--- src/gpt32_pkg.sv ---
package gpt32_pkg;

    // Configuration codes for timer_config_reg
    localparam int CFG_W = 3;
    localparam logic [CFG_W-1:0] CFG_TIMER32 = 3'h0;
    localparam logic [CFG_W-1:0] CFG_RTC = 3'h1;
    localparam logic [CFG_W-1:0] CFG_SPLIT16 = 3'h4;

    // Codes of half_a_mode_field and its half-B twin
    localparam int MODE_W = 2;
    localparam logic [MODE_W-1:0] MODE_ONESHOT = 2'h1;
    localparam logic [MODE_W-1:0] MODE_PERIODIC = 2'h2;

    // Bit positions in timer_control_reg
    localparam int CTL_W = 6;
    localparam int CTL_EN_A = 0;
    localparam int CTL_EN_B = 1;
    localparam int CTL_OTE_A = 2;
    localparam int CTL_STALL_A = 3;
    localparam int CTL_STALL_B = 4;
    localparam int CTL_RTC_OVR = 5;

    // Bit positions in raw_irq_status, irq_mask_reg, irq_clear_reg
    localparam int IRQ_W = 3;
    localparam int IRQ_TO_A = 0;
    localparam int IRQ_TO_B = 1;
    localparam int IRQ_RTC = 2;

    // Widths and reset values
    localparam int HALF_W = 16;
    localparam int FULL_W = 32;
    localparam int PRE_W = 8;
    localparam logic [HALF_W-1:0] CNT16_RST = 16'hffff;
    localparam logic [HALF_W-1:0] LOAD16_RST = 16'hffff;
    localparam logic [HALF_W-1:0] HALF_ZERO = 16'h0000;
    localparam logic [HALF_W-1:0] HALF_ONE = 16'h0001;
    localparam logic [PRE_W-1:0] PRESCALE_RST = 8'h00;
    localparam logic [FULL_W-1:0] FULL_ZERO = 32'h0000_0000;
    localparam logic [FULL_W-1:0] FULL_ONE = 32'h0000_0001;
    localparam logic [FULL_W-1:0] RTC_FIRST_LOAD = 32'h0000_0001;
    localparam logic [FULL_W-1:0] MATCH_RST = 32'h0000_0000;

    // Real-time clock input rate and count rate, in Hz
    localparam int unsigned RTC_CLK_HZ = 32768;
    localparam int unsigned RTC_TICK_HZ = 1;
    localparam int unsigned RTC_DIV_EDGES = RTC_CLK_HZ / RTC_TICK_HZ;
    localparam int RTC_DIV_W = 16;

endpackage

--- src/gpt32_rtc_divider.sv ---
`timescale 1ns/100ps
// Turns the slow pin clock into a one-cycle tick every div_edges rising edges
module gpt32_rtc_divider #(
    parameter int unsigned div_edges = gpt32_pkg::RTC_DIV_EDGES
) (
    input wire logic core_clk,
    input wire logic rst_b,
    input wire logic pin_in,
    input wire logic run,
    output logic tick
);
    typedef struct packed {
        logic sync1;
        logic sync2;
        logic last;
        logic [gpt32_pkg::RTC_DIV_W-1:0] edges;
        logic tick;
    } gpt32_div_state_type;

    localparam logic [gpt32_pkg::RTC_DIV_W-1:0] EDGE_LAST =
        gpt32_pkg::RTC_DIV_W'(div_edges - 1);

    gpt32_div_state_type s_reg;
    gpt32_div_state_type s_next;
    logic rise;

    // Only the second stage and its delayed copy are looked at; the first just settles the pin
    always_comb begin
        s_next = s_reg;
        s_next.sync1 = pin_in;
        s_next.sync2 = s_reg.sync1;
        s_next.last = s_reg.sync2;
        s_next.tick = 1'b0;
        rise = s_reg.sync2 & ~s_reg.last;
        if (!run) begin
            s_next.edges = '0; // Fresh second after each enable
        end else if (rise) begin
            if (s_reg.edges == EDGE_LAST) begin
                s_next.edges = '0;
                s_next.tick = 1'b1;
            end else begin
                s_next.edges = s_reg.edges + 1'b1;
            end
        end
    end

    // State register
    always_ff @(posedge core_clk or negedge rst_b) begin
        if (!rst_b) begin
            s_reg <= '0;
        end else begin
            s_reg <= s_next;
        end
    end

    assign tick = s_reg.tick;

endmodule // gpt32_rtc_divider

--- src/gpt32_timer.sv ---
`timescale 1ns/100ps
module gpt32_timer #(
    parameter int unsigned rtc_div_edges = gpt32_pkg::RTC_DIV_EDGES
) (
    input wire logic core_clk,
    input wire logic rst_b,
    input wire logic cfg_wr,
    input wire logic [gpt32_pkg::CFG_W-1:0] cfg_wdata,
    input wire logic mode_a_wr,
    input wire logic mode_b_wr,
    input wire logic [gpt32_pkg::MODE_W-1:0] mode_wdata,
    input wire logic ctl_wr,
    input wire logic [gpt32_pkg::CTL_W-1:0] ctl_wdata,
    input wire logic load_wr,
    input wire logic [gpt32_pkg::FULL_W-1:0] load_wdata,
    input wire logic load_b_wr,
    input wire logic [gpt32_pkg::HALF_W-1:0] load_b_wdata,
    input wire logic prescale_a_wr,
    input wire logic prescale_b_wr,
    input wire logic [gpt32_pkg::PRE_W-1:0] prescale_wdata,
    input wire logic match_wr,
    input wire logic [gpt32_pkg::FULL_W-1:0] match_wdata,
    input wire logic [gpt32_pkg::IRQ_W-1:0] irq_mask_reg,
    input wire logic irq_clear_wr,
    input wire logic [gpt32_pkg::IRQ_W-1:0] irq_clear_reg,
    input wire logic debug_halt,
    input wire logic adc_trigger_chain_in,
    input wire logic capture_compare_pin_in,
    output logic [gpt32_pkg::FULL_W-1:0] half_a_count_value,
    output logic [gpt32_pkg::HALF_W-1:0] half_b_count_value,
    output logic [gpt32_pkg::CTL_W-1:0] timer_control_reg,
    output logic [gpt32_pkg::CFG_W-1:0] timer_config_reg,
    output logic [gpt32_pkg::PRE_W-1:0] half_a_prescale,
    output logic [gpt32_pkg::PRE_W-1:0] half_b_prescale,
    output logic [gpt32_pkg::IRQ_W-1:0] raw_irq_status,
    output logic [gpt32_pkg::IRQ_W-1:0] masked_irq_status,
    output logic adc_trigger
);
    typedef struct packed {
        logic [gpt32_pkg::CFG_W-1:0] cfg;
        logic [gpt32_pkg::MODE_W-1:0] mode_a;
        logic [gpt32_pkg::MODE_W-1:0] mode_b;
        logic [gpt32_pkg::CTL_W-1:0] ctl;
        logic [gpt32_pkg::HALF_W-1:0] cnt_a;
        logic [gpt32_pkg::HALF_W-1:0] cnt_b;
        logic [gpt32_pkg::HALF_W-1:0] load_a;
        logic [gpt32_pkg::HALF_W-1:0] load_b;
        logic [gpt32_pkg::PRE_W-1:0] pre_a;
        logic [gpt32_pkg::PRE_W-1:0] pre_b;
        logic [gpt32_pkg::FULL_W-1:0] match;
        logic rtc_seen;
        logic [gpt32_pkg::IRQ_W-1:0] raw;
        logic [gpt32_pkg::IRQ_W-1:0] mis;
        logic adc_own;
        logic adc_out;
        logic [gpt32_pkg::FULL_W-1:0] rd_a;
    } gpt32_state_type;

    localparam gpt32_state_type STATE_RST = '{
        cfg: gpt32_pkg::CFG_TIMER32,
        cnt_a: gpt32_pkg::CNT16_RST,
        cnt_b: gpt32_pkg::CNT16_RST,
        load_a: gpt32_pkg::LOAD16_RST,
        load_b: gpt32_pkg::LOAD16_RST,
        pre_a: gpt32_pkg::PRESCALE_RST,
        pre_b: gpt32_pkg::PRESCALE_RST,
        match: gpt32_pkg::MATCH_RST,
        rd_a: {gpt32_pkg::CNT16_RST, gpt32_pkg::CNT16_RST},
        default: '0
    };

    gpt32_state_type s_reg;
    gpt32_state_type s_next;
    logic [gpt32_pkg::FULL_W-1:0] cnt32;
    logic [gpt32_pkg::FULL_W-1:0] load32;
    logic hold_a;
    logic hold_b;
    logic hold_rtc;
    logic joined_now;
    logic joined_next;
    logic rtc_run;
    logic rtc_tick;
    logic [gpt32_pkg::IRQ_W-1:0] irq_set;
    logic [gpt32_pkg::HALF_W+1:0] step_a;
    logic [gpt32_pkg::HALF_W+1:0] step_b;

    // One 16-bit down-count step: {stop, hit, next count}
    function automatic logic [gpt32_pkg::HALF_W+1:0] half_step(
        input logic [gpt32_pkg::HALF_W-1:0] cnt,
        input logic [gpt32_pkg::HALF_W-1:0] load,
        input logic run,
        input logic [gpt32_pkg::MODE_W-1:0] mode
    );
        logic [gpt32_pkg::HALF_W+1:0] r;
        r = {2'b00, cnt};
        if (run) begin
            if (cnt == gpt32_pkg::HALF_ZERO) begin
                r = {mode == gpt32_pkg::MODE_ONESHOT, 1'b1, load};
            end else begin
                r = {2'b00, cnt - gpt32_pkg::HALF_ONE};
            end
        end
        return r;
    endfunction

    // Joined views of the two halves
    assign cnt32 = {s_reg.cnt_b, s_reg.cnt_a};
    assign load32 = {s_reg.load_b, s_reg.load_a};
    assign joined_now = (s_reg.cfg == gpt32_pkg::CFG_TIMER32) ||
        (s_reg.cfg == gpt32_pkg::CFG_RTC);

    // Freeze conditions; the override wins over either stall bit
    assign hold_a = debug_halt & s_reg.ctl[gpt32_pkg::CTL_STALL_A] &
        ~s_reg.ctl[gpt32_pkg::CTL_RTC_OVR];
    assign hold_b = debug_halt & s_reg.ctl[gpt32_pkg::CTL_STALL_B] &
        ~s_reg.ctl[gpt32_pkg::CTL_RTC_OVR];
    assign hold_rtc = hold_a | hold_b;

    // Divider is held clear unless the clock mode is running
    assign rtc_run = (s_reg.cfg == gpt32_pkg::CFG_RTC) & s_reg.ctl[gpt32_pkg::CTL_EN_A];

    gpt32_rtc_divider #(
        .div_edges(rtc_div_edges)
    ) u_rtc_div (
        .core_clk(core_clk),
        .rst_b(rst_b),
        .pin_in(capture_compare_pin_in),
        .run(rtc_run),
        .tick(rtc_tick)
    );

    // Split halves step on their own enables and stalls
    assign step_a = half_step(s_reg.cnt_a, s_reg.load_a,
        s_reg.ctl[gpt32_pkg::CTL_EN_A] & ~hold_a, s_reg.mode_a);
    assign step_b = half_step(s_reg.cnt_b, s_reg.load_b,
        s_reg.ctl[gpt32_pkg::CTL_EN_B] & ~hold_b, s_reg.mode_b);

    // Counting first, then software writes other than status clears override what they touch
    always_comb begin
        s_next = s_reg;
        irq_set = '0;
        s_next.adc_own = 1'b0;
        unique case (s_reg.cfg)
            gpt32_pkg::CFG_TIMER32: begin
                // Half B mode plays no part here
                if (s_reg.ctl[gpt32_pkg::CTL_EN_A] && !hold_a) begin
                    if (cnt32 == gpt32_pkg::FULL_ZERO) begin
                        {s_next.cnt_b, s_next.cnt_a} = load32;
                        irq_set[gpt32_pkg::IRQ_TO_A] = 1'b1;
                        s_next.adc_own = s_reg.ctl[gpt32_pkg::CTL_OTE_A];
                        if (s_reg.mode_a == gpt32_pkg::MODE_ONESHOT) begin
                            s_next.ctl[gpt32_pkg::CTL_EN_A] = 1'b0;
                        end
                    end else begin
                        {s_next.cnt_b, s_next.cnt_a} = cnt32 - gpt32_pkg::FULL_ONE;
                    end
                end
            end
            gpt32_pkg::CFG_RTC: begin
                if (s_reg.ctl[gpt32_pkg::CTL_EN_A] && rtc_tick && !hold_rtc) begin
                    if (cnt32 == s_reg.match) begin
                        {s_next.cnt_b, s_next.cnt_a} = gpt32_pkg::FULL_ZERO;
                        irq_set[gpt32_pkg::IRQ_RTC] = 1'b1;
                    end else begin
                        {s_next.cnt_b, s_next.cnt_a} = cnt32 + gpt32_pkg::FULL_ONE;
                    end
                end
            end
            default: begin
                // Split use: each half is its own 16-bit timer
                s_next.cnt_a = step_a[gpt32_pkg::HALF_W-1:0];
                s_next.cnt_b = step_b[gpt32_pkg::HALF_W-1:0];
                irq_set[gpt32_pkg::IRQ_TO_A] = step_a[gpt32_pkg::HALF_W];
                irq_set[gpt32_pkg::IRQ_TO_B] = step_b[gpt32_pkg::HALF_W];
                s_next.adc_own = step_a[gpt32_pkg::HALF_W] & s_reg.ctl[gpt32_pkg::CTL_OTE_A];
                if (step_a[gpt32_pkg::HALF_W+1]) begin
                    s_next.ctl[gpt32_pkg::CTL_EN_A] = 1'b0;
                end
                if (step_b[gpt32_pkg::HALF_W+1]) begin
                    s_next.ctl[gpt32_pkg::CTL_EN_B] = 1'b0;
                end
            end
        endcase

        // Mode and control writes; a control write beats the one-shot clear
        if (mode_a_wr) begin
            s_next.mode_a = mode_wdata;
        end
        if (mode_b_wr) begin
            s_next.mode_b = mode_wdata;
        end
        if (ctl_wr) begin
            s_next.ctl = ctl_wdata;
        end

        // Interval load written: counter takes the new value at the same edge as the load register
        if (load_wr) begin
            s_next.load_a = load_wdata[gpt32_pkg::HALF_W-1:0];
            if (joined_now) begin
                s_next.load_b = load_wdata[gpt32_pkg::FULL_W-1:gpt32_pkg::HALF_W];
                {s_next.cnt_b, s_next.cnt_a} = load_wdata;
            end else begin
                s_next.cnt_a = load_wdata[gpt32_pkg::HALF_W-1:0];
            end
        end
        if (load_b_wr && !joined_now) begin
            s_next.load_b = load_b_wdata;
            s_next.cnt_b = load_b_wdata;
        end
        if (prescale_a_wr) begin
            s_next.pre_a = prescale_wdata;
        end
        if (prescale_b_wr) begin
            s_next.pre_b = prescale_wdata;
        end
        if (match_wr) begin
            s_next.match = match_wdata;
        end

        // First entry into clock mode starts the count at one
        if (cfg_wr) begin
            s_next.cfg = cfg_wdata;
            if (cfg_wdata == gpt32_pkg::CFG_RTC && !s_reg.rtc_seen) begin
                s_next.rtc_seen = 1'b1;
                {s_next.cnt_b, s_next.cnt_a} = gpt32_pkg::RTC_FIRST_LOAD;
            end
        end

        // Status flags: a new event wins over a clear in the same cycle
        s_next.raw = (s_reg.raw & ~(irq_clear_wr ? irq_clear_reg : '0)) | irq_set;
        s_next.mis = s_next.raw & irq_mask_reg;

        // Trigger leaves as the OR with the other modules' triggers
        s_next.adc_out = s_next.adc_own | adc_trigger_chain_in;

        // Count read view, registered so the output is a plain flop
        joined_next = (s_next.cfg == gpt32_pkg::CFG_TIMER32) ||
            (s_next.cfg == gpt32_pkg::CFG_RTC);
        s_next.rd_a = joined_next ? {s_next.cnt_b, s_next.cnt_a} :
            {gpt32_pkg::HALF_ZERO, s_next.cnt_a};
    end

    // State register
    always_ff @(posedge core_clk or negedge rst_b) begin
        if (!rst_b) begin
            s_reg <= STATE_RST;
        end else begin
            s_reg <= s_next;
        end
    end

    // Outputs straight from the state flops
    assign half_a_count_value = s_reg.rd_a;
    assign half_b_count_value = s_reg.cnt_b;
    assign timer_control_reg = s_reg.ctl;
    assign timer_config_reg = s_reg.cfg;
    assign half_a_prescale = s_reg.pre_a;
    assign half_b_prescale = s_reg.pre_b;
    assign raw_irq_status = s_reg.raw;
    assign masked_irq_status = s_reg.mis;
    assign adc_trigger = s_reg.adc_out;
endmodule // gpt32_timer

--- config.mk ---
export PLATFORM = sky130hd
export DESIGN_NAME = gpt32_timer
export DESIGN_NICKNAME = d
export VERILOG_FILES = /design/src/gpt32_pkg.sv /design/src/gpt32_rtc_divider.sv /design/src/gpt32_timer.sv
export SDC_FILE = /design/constraint.sdc
export NUM_CORES = 1
export LEC_CHECK = 0
export BUFFER_PORTS_ARGS = -buffer_cell sky130_fd_sc_hd__clkbuf_2
export CORE_AREA = 2 2 153 155
export DETAILED_ROUTE_END_ITERATION = 8
export DIE_AREA = 0 0 155 157
export GPL_TIMING_DRIVEN = 0
export PLACE_DENSITY = 0.72
export SYNTH_ARGS = -nofsm -noshare
export SYNTH_HDL_FRONTEND = slang
export SYNTH_SLANG_ARGS = --single-unit
--- constraint.sdc ---
create_clock -name core_clk -period 4 [get_ports core_clk]
set_input_delay 0 -clock core_clk [delete_from_list [all_inputs] [get_ports core_clk]]
set_output_delay 0 -clock core_clk [all_outputs]
set_load 0.005 [all_outputs]
Word level (Yosys, flattened, before mapping)
Index checks and enable logic that the tools add are counted.
W data, S select, Z words.
{ "op_classes": {"addsub": 5, "n_mul": 0, "div": 0, "magnitude_cmp": 0, "n_eq_ne": 13, "n_shift": 0, "n_mux": 41, "bitwise": 19, "reduce_logical": 25} }
{ "ops": {"columns": ["op", "count"], "rows": [
  ["$mux W32", 6],
  ["$mux W16", 6],
  ["$mux W18", 4],
  ["$mux W64", 1],
  ["$pmux W32 S2", 1],
  ["$mux W33", 1],
  ["$add A32 B1 Y32 const B", 1],
  ["$eq A32 B32 Y1", 1],
  ["$logic_not A16 Y1", 2],
  ["$logic_not A32 Y1", 1],
  ["$sub A16 B1 Y16 const B", 2],
  ["$sub A32 B1 Y32 const B", 1],
  ["$mux W17", 1],
  ["$add A16 B1 Y16 const B", 1],
  ["$eq A16 B15 Y1 const B", 1],
  ["$mux W1", 15],
  ["$and A1 B1 Y1", 9],
  ["$eq A3 B1 Y1 const B", 3],
  ["$ne A3 B2 Y1 const B", 3],
  ["$and A3 B3 Y3", 2],
  ["$logic_not A3 Y1", 2],
  ["$mux W3", 2],
  ["$pmux W1 S2", 3],
  ["$reduce_and A2 Y1", 3],
  ["15 further kinds", 31]
]} }
{ "word_totals": {"reg_bits": 185, "latchBits": 0, "ramBits": 0, "romBits": 0, "in_bits": 120, "out_inout_bits": 80, "wordCells": 126, "n_memories": 0} }

Logic depth before layout (Yosys ltp)
{ "logic_depth": {"ltp_word": 13, "depth_mapped": 12, "ltp_nobuf": 9} }

By module
Synthesis repeated with hierarchy kept, for this count alone.
{ "hier_totals": {"hier_cells": 1238, "hier_area_um2": 11128.2} }
{ "modules_own_cells": {"columns": ["mod", "instances", "cells_each", "area_each_um2", "seq_area_each_um2"], "rows": [
  ["gpt32_timer", 1, 1141, 10159.7, 3828.7],
  ["gpt32_rtc_divider", 1, 97, 968.4, 500.5]
]} }

Worst setup path before layout
OpenSTA, ideal clock, no wires.
{ "synth_timing": {"kind": "register to register", "from": "reg s_reg (netlist bit half_b_count_value[0])", "to": "reg s_reg (netlist bit half_a_count_value[0])", "setup_ps": 81, "arrival_ps": 2940, "path_slack_ps": 979, "stages_incl_launch_ff": 12, "synth_period_minus_slack_ps": 3021, "path_cell_list": "dfstp_2 -> clkbuf_1 -> inv_1 -> ha_1 -> or4b_2 -> or2_2 -> clkbuf_1 -> or3_4 -> a21oi_4 -> a21oi_1 -> or3_1 -> o211ai_1"} }
{ "synth_rtl": {"columns": ["element", "line", "rtl"], "rows": [
  ["start, declared", "gpt32_timer.sv:72", "gpt32_state_type s_reg;"],
  ["start signal, assigned", "gpt32_timer.sv:248", "s_reg <= s_next;"]
]} }

==> metrics.md <==
| Metric | Value |
|---|---|
| Startpoint Class | `register` |
| H-tree Lvls | `4` |
| CP required | `4360 ps` |
| Die height | `157 µm` |
| Final net count | `1724` |
| Hold slack | `-14.8 ps` |
| Clk_lat worst skew | `450 ps` |
| Vias per inst | `6.24` |
| Critical path fanouts, max | `10` |
| First-pass GRT wire length | `68800 µm` |
| Leakage | `5.99 nW` |
| Synth Area in Adders | `0.675%` |
| Worst-path clk slew | `80 ps` |
| Synth Instances | `1256` |
| Vias | `11800` |
| Initial antenna violation count | `0` |
| Sequential area share after synthesis | `39.0%` |
| RSZ-0062 raised after global routing | `no` |
| Hold Vio Cnt, Final | `2` |
| Net Sw Power | `0.00202 W` |
| Fin crit share | `97.8%` |
| Die area | `24300 µm²` |
| Hold crit path type | `input port to register` |
| Outcome | `finished with violations` |
| Crit path cell chain | `clkbuf_1 -> xor2_1 -> nor4_1 -> nand4_1 -> o31ai_1 -> clkbuf_1 -> o221ai_1 -> a22oi_1 -> nor2_1` |
| Most used flip-flop cell after synthesis | `dfrtp_1` |
| I/O pin count | `200` |
| Gr ovfl total | `0` |
| Largest family of logic cells by synthesized area | `simple AND/OR/NAND/NOR gates` |
| Sequential share of power | `39.2%` |
| Post-synthesis xor/xnor area fraction | `4.96%` |
| Die width | `155 µm` |
| Setup tns final | `0 ps` |
| Worst slew margin | `9.62%` |
| Clock Path Buffers | `2` |
| Post-layout util | `64.0%` |
| Core area | `22500 µm²` |
| CTS Sinks | `169` |
| Mean Syn Cell Area | `8.85 µm²` |
| Critical path class | `register to register` |
| Clock network fraction of total power | `30.4%` |
| Final HPWL DP | `32100 µm` |
| MaxCap Viol Count | `0` |
| Syn Std Cell Area | `11100 µm²` |
| Largest delay share family, worst path | `compound AO/OA/AOI/OAI gates` |
| Clk root buf | `clkbuf_16` |
| Int Pwr | `0.00356 W` |
| WP buf/inv | `2` |
| Layout cells sized above 1 | `31.1%` |
| Library cells used by synthesis | `78` |
| Slew Viols, Final | `0` |
| Worst path arrival time | `4270 ps` |
| Worst setup EP type | `register` |
| Max reg flops | `37` |
| Part of the power in combinational logic | `30.4%` |
| CTS Buf Count | `17` |
| Synth Warn # | `0` |
| P&R area growth vs syn | `29.7%` |
| Actual slew at the worst max-slew pin | `1350 ps` |
| Synth Area in Compound Gates | `17.5%` |
| PortBufs | `193` |
| EDFF count, synth | `0` |
| CP most frequent cell | `clkbuf_1` |
| Pwr dens | `387 nW/µm²` |
| Critical hold path startpoint | `ctl_wr` |
| Tmin final | `3910 ps` |
| CP Launch Point | `half_a_count_value[11]$_DFF_PN1_` |
| CTS tree | `built` |
| Reg2reg start | `half_a_count_value[11]$_DFF_PN1_` |
| CP peak stage delay | `630 ps` |
| Register bit total from synthesis | `169` |
| Post-route clock skew | `13.7 ps` |
| Initial Utilization | `49.4%` |
| Endpoints failing setup | `0` |
| Switching share of total power | `36.1%` |
| Total track usage | `37.5%` |
| Slowest CP cell | `clkbuf_1` |
| Post-synthesis mux area share | `7.91%` |
| ANT nets after route | `0` |
| Drt first-iter violations | `1116` |
| Simple-gate share of the synthesized area | `20.2%` |
| Layout fillers | `1891` |
| Violated checks | `hold timing` |
| TritonRoute pass-1 iters | `6` |
| GP Congestion | `1.01` |
| Largest net degree at the start of global routing | `90` |
| F_max | `256 MHz` |
| Worst-case vdd ir drop | `0.000327 V` |
| Drt drc | `0` |
| Vias in the first global route | `11700` |
| Post-Route WL | `45700 µm` |
| Syn nets | `1382` |
| # rows | `55` |
| DR WL/cell | `24.1 µm` |
| Ys async rst share | `100%` |
[Yosys cell counts, drive strengths merged, types with 12 or more instances]
cell    number  area [µm²]
inv         23        86.3
nor4        31         215
nand2       80         300
and2        12        75.1
o211ai      13        97.6
nand4       16         100
o31ai       17         128
nor2       129         484
mux2        71         800
a21oi       72         372
buf         99         711
clkbuf      77         289
xor2        39         342
and3        12        75.1
or3         14        92.6
o22ai       16         100
nor3        50         262
dfrtp       89        2230
xnor2       24         210
nand3       47         235
o21ai       74         370
dfstp       80        2100
[area by class of cell]
| type | count | area [µm²] | share of cell area (%) |
|---|---|---|---|
| diodes | 1 | 2.50 | 0.0174 |
| inverters | 24 | 90.1 | 0.625 |
| multi-input cells | 887 | 5740 | 39.8 |
| clock inverters | 14 | 155 | 1.08 |
| clock buffers | 18 | 439 | 3.05 |
| flip-flops and latches | 169 | 4330 | 30.0 |
| repair buffers | 325 | 2310 | 16.0 |
| plain buffers | 174 | 993 | 6.89 |
| well taps | 285 | 357 | 2.47 |
[metal layers]
metal	up-vias	share of wire, %	global-route usage [%]
met1	5697	38	46.3
li1	5162	-	-
met4	0	5.9	20.7
met3	191	9.2	7.52
met2	781	47	62.0
met5	-	0	0
[cell families (layout without fill, tap and decap cells)]
| logic type | Yosys count | in the layout |
|---|---|---|
| buffers and inverters | 200 | 555 |
| other | 0 | 1 |
| muxes | 79 | 79 |
| AOI/OAI and AO/OA | 295 | 295 |
| and+or+nand+nor | 444 | 444 |
| adders and majority gates | 6 | 6 |
| DFF | 169 | 169 |
| xor gates and xnor gates | 63 | 63 |
[power by group through the flow]
stage | Sequential (W) | Clock [W] | Combinational (W)
finish | 0.00219 | 0.00170 | 0.00169
global route | 0.00220 | 0.00178 | 0.00180
CTS | 0.00218 | 0.00171 | 0.00164
detailed placement | 0.00220 | 0 | 0.00152
global placement | 0.00219 | 0 | 0.00150
floorplan | 0.00211 | 0 | 0.000968
[layout by cell type, fill, tap and decap left out, types with 9 or more instances in the layout]
master         netlist  layout
a211oi_1            10      10
a21oi_1             71      71
a221oi_1            10      10
a31oi_1             10      10
and2_1              12      12
and3_1              12      12
buf_2               10      10
buf_4               79      82
clkbuf_1            77      74
clkbuf_16            0      17
clkbuf_2             0     193
dfrtp_1             89      89
dfstp_2             80      80
dlygate4sd3_1        0     128
inv_1               23      23
mux2_2              71      71
nand2_1             80      80
nand3_1             47      46
nand4_1             16      16
nor2_1             129     127
nor3_1              49      47
nor4_1              29      29
o211ai_1            13      13
o21ai_0             72      72
o22ai_1             16      16
o31ai_1             17      17
or3_1               13      13
or4_1                9       9
xnor2_1             24      24
xor2_1              39      39
[what timing repair did]
action / CTS / global route
endpoints found under the setup margin: 28 / 17
hold buffers: 128 / 0
hold endpoints to repair: 180 / 0
pin swaps: 0 / 1
buffers inserted: 0 / 3
resized for setup: 5 / 6
[path summary, 6_finish.rpt]
check	endpoint	cells after the start	slack [ps]
worst max-delay path	half_a_count_value[22]$_DFF_PN1_	9	90
worst min-delay path	timer_control_reg[0]$_DFFE_PN0P_	2	-10
worst max register to register	half_a_count_value[22]$_DFF_PN1_	9	90
worst min register to register	u_rtc_div.s_next[17]$_DFF_PN0_	0	360
max in group asynchronous	load32[3]$_DFFE_PN1P_	3	2960
min in group asynchronous	s_reg[68]$_DFFE_PN0P_	2	170
[per-stage QoR]
step | setup WS (ps) | hold WS (ps) | area [µm²] | instances | total power (W)
finish | 86.8 | -14.8 | 14400 | 1897 | 0.00558
detailed placement | -757 | 91.9 | 12500 | 1735 | 0.00372
CTS | 54.2 | 0.116 | 14400 | 1893 | 0.00553
global route | 50.2 | 37.7 | 14400 | 1896 | 0.00579
floorplan | 979 | -296 | 11100 | 1256 | 0.00308
global placement | -878 | 112 | 12400 | 1734 | 0.00369
Power figures use the tool's default switching activity.
